==> config.mk <==
export PLATFORM = sky130hd
export DESIGN_NAME = pfrd_top
export DESIGN_NICKNAME = d
export VERILOG_FILES = /design/src/core/pfrd_pkg.sv /design/src/core/pfrd_word_if.sv /design/src/core/pfrd_digits.sv /design/src/core/pfrd_top.sv
export SDC_FILE = /design/constraint.sdc
export NUM_CORES = 1
export LEC_CHECK = 0
export BUFFER_PORTS_ARGS = -buffer_cell sky130_fd_sc_hd__buf_2
export CAP_MARGIN = 20
export CORE_ASPECT_RATIO = 1.75
export CORE_MARGIN = 4
export CORE_UTILIZATION = 45
export CTS_CLUSTER_DIAMETER = 120
export CTS_CLUSTER_SIZE = 10
export DETAILED_ROUTE_END_ITERATION = 8
export PLACE_DENSITY = 0.67
export SYNTH_ARGS = -nofsm -noshare
export SYNTH_HDL_FRONTEND = slang
export SYNTH_SLANG_ARGS = --single-unit
==> constraint.sdc <==
create_clock -name i_clk -period 19.9 [get_ports i_clk]
set_input_delay 0.995 -clock i_clk [delete_from_list [all_inputs] [get_ports i_clk]]
set_output_delay 0.995 -clock i_clk [all_outputs]
set_load 0.01 [all_outputs]
==> src/core/pfrd_pkg.sv <==
// pfrd_pkg: constants for the parallel frequency reference decoder
// assumes: included before the interface and the design modules
package pfrd_pkg;
    // input format selector codes
    localparam logic [2:0] FMT_BCD_1PCT = 3'h0;
    localparam logic [2:0] FMT_BCD_P1PCT = 3'h1;
    localparam logic [2:0] FMT_BCD_P01PCT = 3'h2;
    localparam logic [2:0] FMT_BCD_1HZ = 3'h3;
    localparam logic [2:0] FMT_BCD_P1HZ = 3'h4;
    localparam logic [2:0] FMT_BCD_P01HZ = 3'h5;
    localparam logic [2:0] FMT_BCD5 = 3'h6;
    localparam logic [2:0] FMT_BINARY = 3'h7;
    localparam logic [2:0] FMT_RESET = 3'h0;
    // display scaling boundaries
    localparam logic [15:0] SCALE_HZ = 16'h0000;
    localparam logic [15:0] SCALE_PCT = 16'h0001;
    localparam logic [15:0] SCALE_RPM_MIN = 16'h0002;
    localparam logic [15:0] SCALE_RPM_MAX = 16'h0027;
    localparam logic [15:0] SCALE_USER_MIN = 16'h0028;
    localparam logic [15:0] SCALE_USER_MAX = 16'h9C3F;
    localparam logic [15:0] SCALE_RESET = 16'h0000;
    // full scale (100 %) in 0.01 % units
    localparam logic [19:0] FULL_PCT = 20'h02710;
    // weight of the sign pin when it serves as fifth-digit bit 2
    localparam logic [19:0] BCD5_SIGN_WEIGHT = 20'h04E20;
    // wide terminal word: 10 + 6 data pins
    localparam int WIDE_BITS = 16;
    localparam int NARROW_BITS = 8;
    // unit classes of the result
    typedef enum logic [1:0] {
        PFRD_UNIT_HZ,
        PFRD_UNIT_PCT,
        PFRD_UNIT_RPM,
        PFRD_UNIT_USER
    } pfrd_unit_t;
endpackage

==> src/core/pfrd_word_if.sv <==
// pfrd_word_if: captured terminal word handed to the digit decoder
// assumes: one clock domain, source is the top module
`timescale 1ns/10ps
`default_nettype none
interface pfrd_word_if;
    logic [15:0] word;
    logic [2:0] fmt;
    logic wide;
    logic force_bcd;
    logic [19:0] mag;
    logic bad;
    modport src (output word, output fmt, output wide, output force_bcd,
        input mag, input bad);
    modport dec (input word, input fmt, input wide, input force_bcd,
        output mag, output bad);
endinterface
`default_nettype wire

==> src/core/pfrd_digits.sv <==
// pfrd_digits: combinational weighting of the captured terminal word
// assumes: word held stable by the caller between captures
`timescale 1ns/10ps
`default_nettype none
module pfrd_digits
    import pfrd_pkg::*;
(
    // captured word and mode
    pfrd_word_if.dec w
);
    logic [3:0] d0, d1, d2, d3, d4;
    logic [19:0] bcd_val;
    logic digit_bad;

    // ----------------------------------------------------------------
    // digit extraction
    // ----------------------------------------------------------------
    always_comb begin
        if (w.fmt == FMT_BCD5 && !w.force_bcd) begin
            // lowest digit starts at weight 2 on pin 1
            d0 = {w.word[2:0], 1'b0};
            d1 = w.word[6:3];
            d2 = w.word[10:7];
            d3 = w.word[14:11];
            d4 = {3'h0, w.word[15]};
        end else begin
            d0 = w.word[3:0];
            d1 = w.word[7:4];
            d2 = w.word[11:8];
            d3 = w.wide ? w.word[15:12] : 4'h0;
            d4 = 4'h0;
        end
    end

    always_comb begin
        bcd_val = 20'(d0) + 20'(d1) * 20'd10 + 20'(d2) * 20'd100
            + 20'(d3) * 20'd1000 + 20'(d4) * 20'd10000;
        digit_bad = (d0 > 4'h9) || (d1 > 4'h9) || (d2 > 4'h9)
            || (d3 > 4'h9);
    end

    // ----------------------------------------------------------------
    // format select
    // ----------------------------------------------------------------
    always_comb begin
        if (w.fmt == FMT_BINARY && !w.force_bcd) begin
            // 12-bit keeps pins 1..12, 16-bit adds four more
            w.mag = w.wide ? {4'h0, w.word} : {8'h00, w.word[11:0]};
            w.bad = 1'b0;
        end else begin
            w.mag = bcd_val;
            w.bad = digit_bad;
        end
    end
endmodule
`default_nettype wire

==> src/core/pfrd_top.sv <==
// pfrd_top: parallel frequency reference decoder, captures and scales
// assumes: terminal pins already synchronous to i_clk
`timescale 1ns/10ps
`default_nettype none
module pfrd_top
    import pfrd_pkg::*;
#(
    parameter int DATA_BITS = WIDE_BITS
)
(
    // clock and reset
    input wire logic i_clk,
    input wire logic i_reset_n,
    // terminal blocks: first has 10 data pins, second 6 data pins
    input wire logic [9:0] i_first_terminal_block,
    input wire logic [5:0] i_second_terminal_block,
    input wire logic i_sign,
    input wire logic i_read_strobe,
    // configuration
    input wire logic [2:0] i_digital_input_format_select,
    input wire logic [15:0] i_display_scaling_select,
    input wire logic i_word_width_switch,
    // result
    output logic [19:0] o_reference_mag,
    output logic o_reference_reverse,
    output logic o_reference_valid,
    output logic o_binary_full_scale,
    output logic o_format_error,
    output logic [1:0] o_reference_unit,
    output logic [15:0] o_unit_scale
);
    // is the operator's duty; nothing here depends on it

    if (DATA_BITS != WIDE_BITS && DATA_BITS != NARROW_BITS) begin : g_bad
        $error("pfrd_top: DATA_BITS must be 8 or 16");
    end

    localparam bit IS_WIDE = (DATA_BITS == WIDE_BITS);

    pfrd_word_if wif ();

    logic [15:0] pins;
    logic [15:0] word_q;
    logic sign_q;
    logic have_q;
    logic wide_eff;
    logic force_bcd;
    logic [2:0] fmt_eff;
    logic fmt_blocked;
    logic signed_fmt;
    pfrd_unit_t unit_d;

    // ----------------------------------------------------------------
    // pin assembly and mode
    // ----------------------------------------------------------------
    always_comb begin
        if (IS_WIDE) begin
            pins = {i_second_terminal_block, i_first_terminal_block};
        end else begin
            pins = {8'h00, i_first_terminal_block[7:0]};
        end
        // narrow variant has no switch, behaves as its own width
        wide_eff = IS_WIDE && i_word_width_switch;
        force_bcd = i_display_scaling_select >= SCALE_RPM_MIN;
        fmt_eff = i_digital_input_format_select;
        // code 6 needs the wide board and the wide switch
        fmt_blocked = (fmt_eff == FMT_BCD5) && !force_bcd
            && (!IS_WIDE || !i_word_width_switch);
        signed_fmt = force_bcd || fmt_eff != FMT_BCD5;
    end

    assign wif.word = word_q;
    assign wif.fmt = fmt_eff;
    assign wif.wide = wide_eff;
    assign wif.force_bcd = force_bcd;

    pfrd_digits u_digits (
        .w (wif)
    );

    // ----------------------------------------------------------------
    // capture while strobe is high and code 6 is not blocked, hold otherwise
    // ----------------------------------------------------------------
    always_ff @(posedge i_clk) begin
        if (!i_reset_n) begin
            word_q <= 16'h0000;
            sign_q <= 1'b0;
            have_q <= 1'b0;
        end else if (i_read_strobe && !fmt_blocked) begin
            word_q <= pins;
            sign_q <= i_sign;
            have_q <= 1'b1;
        end
        // strobe low keeps the last captured word
    end

    // ----------------------------------------------------------------
    // result registers
    // ----------------------------------------------------------------
    always_ff @(posedge i_clk) begin
        if (!i_reset_n) begin
            o_reference_mag <= 20'h00000;
            o_reference_reverse <= 1'b0;
            o_reference_valid <= 1'b0;
            o_format_error <= 1'b0;
        end else begin
            // unsigned code 6 reads the sign pin as digit 5 weight 2
            if (fmt_eff == FMT_BCD5 && !force_bcd && sign_q) begin
                o_reference_mag <= wif.mag + BCD5_SIGN_WEIGHT;
            end else begin
                o_reference_mag <= wif.mag;
            end
            // sign line: 0 forward, 1 reverse; unsigned code 6 ignores it
            o_reference_reverse <= signed_fmt && sign_q;
            o_reference_valid <= have_q && !fmt_blocked && !wif.bad;
            o_format_error <= fmt_blocked || (have_q && wif.bad);
        end
    end

    // all-ones binary word means 100 % speed
    always_ff @(posedge i_clk) begin
        if (!i_reset_n) begin
            o_binary_full_scale <= 1'b0;
        end else if (fmt_eff == FMT_BINARY && !force_bcd) begin
            if (wide_eff) begin
                o_binary_full_scale <= &word_q;
            end else if (IS_WIDE) begin
                o_binary_full_scale <= &word_q[11:0];
            end else begin
                o_binary_full_scale <= &word_q[7:0];
            end
        end else begin
            o_binary_full_scale <= 1'b0;
        end
    end

    // ----------------------------------------------------------------
    // unit class from display scaling
    // ----------------------------------------------------------------
    always_comb begin
        if (i_display_scaling_select == SCALE_HZ) begin
            unit_d = PFRD_UNIT_HZ;
        end else if (i_display_scaling_select == SCALE_PCT) begin
            unit_d = PFRD_UNIT_PCT;
        end else if (i_display_scaling_select <= SCALE_RPM_MAX) begin
            unit_d = PFRD_UNIT_RPM;
        end else begin
            unit_d = PFRD_UNIT_USER;
        end
    end

    always_ff @(posedge i_clk) begin
        if (!i_reset_n) begin
            o_reference_unit <= PFRD_UNIT_HZ;
            o_unit_scale <= SCALE_RESET;
        end else begin
            o_reference_unit <= unit_d;
            case (unit_d)
                // pole count or user scale word passed to the consumer, user word capped at SCALE_USER_MAX
                PFRD_UNIT_RPM: o_unit_scale <= i_display_scaling_select;
                PFRD_UNIT_USER: begin
                    if (i_display_scaling_select > SCALE_USER_MAX) begin
                        o_unit_scale <= SCALE_USER_MAX;
                    end else begin
                        o_unit_scale <= i_display_scaling_select;
                    end
                end
                PFRD_UNIT_PCT: o_unit_scale <= FULL_PCT[15:0];
                default: o_unit_scale <= SCALE_HZ;
            endcase
        end
    end
endmodule
`default_nettype wire

==> summary.txt <==
Place
  – DP HPWL: 10100 um
  – GP Congestion: 0.915
  – IO buf count: 78

STA
  – Worst-Margin Slew: 831 ps
  – Setup-failing EPs final: 0
  – Setup Total Neg Slack: 0 ps
  – Slew headroom: 44.6%
  – Clock Skews: 5.00 ps
  – Fin crit share: 39.5%
  – Final Critical Period: 7870 ps
  – RSZ-0062 raised after global routing: false
  – Peak Freq: 127 MHz
  – Final slew viol count: 0
  – Final Hold Fails: 0

Power and ir drop
  – Comb power frac: 25.3%
  – Worst VDD drop: 0.0559 mV
  – Int Power: 283 uW
  – Clock power frac: 42.3%
  – Leak: 0.00272 uW
  – Net switching power: 112 uW
  – Ratio of total power to cell area: 73.9 nW/um^2
  – Seq pwr share: 32.4%
  – Switching Share: 28.3%
  – Total power: 395 uW

Worst setup path
  – Startpoint Class: input pin
  – Arrival time at the worst endpoint: 8110 ps
  – Largest stage delay on the critical path: 640 ps
  – CP Capture Type: register
  – Critical path fanouts, max: 20
  – Most used cell, CP: inv_1
  – Critical path class: input pin to register
  – CP required: 20150 ps
  – Worst path slowest cell: nand3_1

Synthesis
  – Number of enable flip-flop cells after synthesis: 0
  – Syn Area/Cell: 8.00 sq um
  – Cells after synthesis: 564
  – FFs w/ async S/R, synth: 0%
  – Synth unique cells: 64
  – Register area share after synthesis: 25.3%
  – Syn Std Cell Area: 4510 sq um
  – YS warnings: 0
  – FF+latch count, synth: 57
  – Commonest register cell after synthesis: dfxtp_1

Clocking
  – CTS Buffer Depth: 2
  – Setup bufs post-CTS: 0
  – Clk sinks: 57
  – # hold bufs at CTS: 0
  – CTS Buf Count: 9
  – Clk Latency, worst-skew pair: 320 ps
  – Clock tree root driver cell: clkbuf_16
  – CTS tree: yes
  – Post-CTS sizing: 0
  – H-Tree Depth: 3
  – Clock slew at reported path FFs: 50 ps

Min path
  – Worst Hold Class: register to register

Routing
  – Routed met3 length: 498 um
  – Via Count: 4093
  – Total DRC errors in the routed layout: 0
  – Top routing layer in use: met4
  – Met1 WL: 4600 um
  – Drt wl/cell: 16.1 um
  – Vias per cell: 5.35
  – Final WL: 12300 um
  – Routed Antenna Nets: 0
  – Wire length on met2: 6580 um
  – Initial DRC Count: 266
  – DRT Pass-1 Iters: 4

GRT
  – Wire length of the first global-routing pass: 20200 um
  – Gr ovfl total: 0
  – Initial antenna violation count: 0
  – Vias in the first global route: 4206
  – Largest net degree at the start of global routing: 28
  – Overall Global Routing Usage: 21.3%

Cells and area
  – Layout net count: 743
  – Reg area: 1140 sq um
  – Layout cells sized above 1: 17.3%
  – # fillers: 935
  – Ant. Diodes: 0
  – Multi-input logic area: 3040 sq um
  – Synth-to-Final Area Change: 18.4%

Floorplanning
  – Die area: 11800 sq um
  – Chip width: 83.7 um
  – Ports: 82
  – Initial core utilization: 45.8%
  – Die H: 140 um
  – # rows: 48
  – Core Region: 9850 sq um

Run
  – MaxCap Viol Count: 0

Outcome
  – Run status: complete, no violations
[worst max-delay path: cells and delay by family]
| family | cells | cell delay (ps) |
|---|---|---|
| compound gates | 4 | 980 |
| xor+xnor | 1 | 170 |
| fa+ha+maj | 6 | 2650 |
| buf+inv | 6 | 500 |
| mux | 1 | 500 |
| simple gates | 7 | 2300 |
[path summary, 6_finish.rpt]
kind	start	endpoint	slack, ps	cells past startpoint
setup reg to reg	wif.word[15]$_SDFFE_PN0P_	o_reference_mag[15]$_SDFF_PN0_	13660	23
hold reg to reg	have_q$_SDFFE_PN0P_	have_q$_SDFFE_PN0P_	480	2
setup / recovery	i_display_scaling_select[1]	o_reference_mag[15]$_SDFF_PN0_	12030	25
hold / removal	have_q$_SDFFE_PN0P_	have_q$_SDFFE_PN0P_	480	2
[registers in the layout, summed over array words and instances, names as in the netlist]
name and cells:
o_format_error 1, o_reference_unit 2, sign_q 1, o_reference_valid 1, o_binary_full_scale 1, have_q 1
o_unit_scale 16, o_reference_reverse 1, wif.word 16, o_reference_mag 17
[through the flow]
stage / hold WS, ps / instance area, sq um / instances / setup WS [ps] / utilization (%)
floorplan: 432 / 4520 / 566 / 12680 / -
global placement: 447 / 4960 / 747 / 12030 / 50.4
detailed placement: 467 / 5000 / 749 / 11850 / 50.8
CTS: 477 / 5330 / 764 / 12070 / 54.1
global route: 493 / 5340 / 765 / 11610 / 54.2
finish: 476 / 5340 / 765 / 12030 / 54.2
[cells in the mapped netlist (all sizes together), types with 2 or more instances]
cell | instances | share of area (%)
o31ai | 3 | 0.50
a21o | 8 | 1.3
fa | 18 | 8.0
mux2i | 5 | 1.2
ha | 49 | 14
nor4 | 6 | 1.3
and3 | 10 | 1.5
buf | 7 | 1.1
nor3b | 2 | 0.33
nor2b | 5 | 0.69
o21a | 8 | 1.3
nand2 | 98 | 8.2
nand3 | 14 | 1.7
o21bai | 3 | 0.50
nand4 | 8 | 1.1
and2 | 7 | 0.97
a21boi | 2 | 0.33
or3 | 4 | 0.78
xor2 | 12 | 2.3
a21oi | 48 | 5.3
clkbuf | 15 | 1.2
o2111a | 2 | 0.50
a31o | 2 | 0.39
nor2 | 36 | 3.0
nand2b | 3 | 0.42
or2 | 3 | 0.42
a211oi | 2 | 0.33
a41oi | 2 | 0.55
o21ai | 14 | 1.6
nor3 | 5 | 0.78
o211a | 2 | 0.44
o2111ai | 2 | 0.39
xnor2 | 19 | 3.7
a31oi | 6 | 1.3
o211ai | 2 | 0.33
inv | 63 | 5.2
dfxtp | 57 | 25
[power groups by stage]
stage | registers, uW | clock network [uW] | logic [uW]
final | 128 | 167 | 99.8
after CTS | 128 | 168 | 100
after detailed placement | 130 | 0 | 99.5
after global placement | 130 | 0 | 95.9
after global routing | 129 | 174 | 113
after floorplan | 132 | 0 | 67.0
[routing by layer]
metal / up-vias / GRT usage [%]
met2: 124 / 40.8
met4: 0 / 12.0
li1: 2042 / -
met1: 1889 / 21.7
met3: 38 / 2.83
met5: - / 0
[logic make-up after synthesis]
| group | Yosys count | share of synthesized area, % |
|---|---|---|
| and+or+nand+nor | 204 | 21.7 |
| AOI/OAI and AO/OA | 114 | 16.6 |
| buffers and inverters | 85 | 7.57 |
| other | 1 | 0.0831 |
| adders and majority gates | 67 | 21.6 |
| DFF | 57 | 25.3 |
| muxes | 5 | 1.19 |
| xor gates and xnor gates | 31 | 6.02 |
[cell usage in the layout, fill, tap and decap left out, drive strengths merged, types with 18 or more instances in the layout]
| cell | count |
|---|---|
| nand2 | 98 |
| buf | 81 |
| inv | 63 |
| dfxtp | 57 |
| ha | 49 |
| a21oi | 48 |
| nor2 | 36 |
| xnor2 | 19 |
| fa | 18 |
[layout make-up]
class	instances	area share [%]
Multi-Input combinational cell	424	56.9
Sequential cell	57	21.4
Timing Repair Buffer	81	8.24
Clock buffer	13	5.06
Inverter	63	4.43
Tap cell	125	2.93
Clock inverter	2	1.12
(Power assumes the default switching activity.)
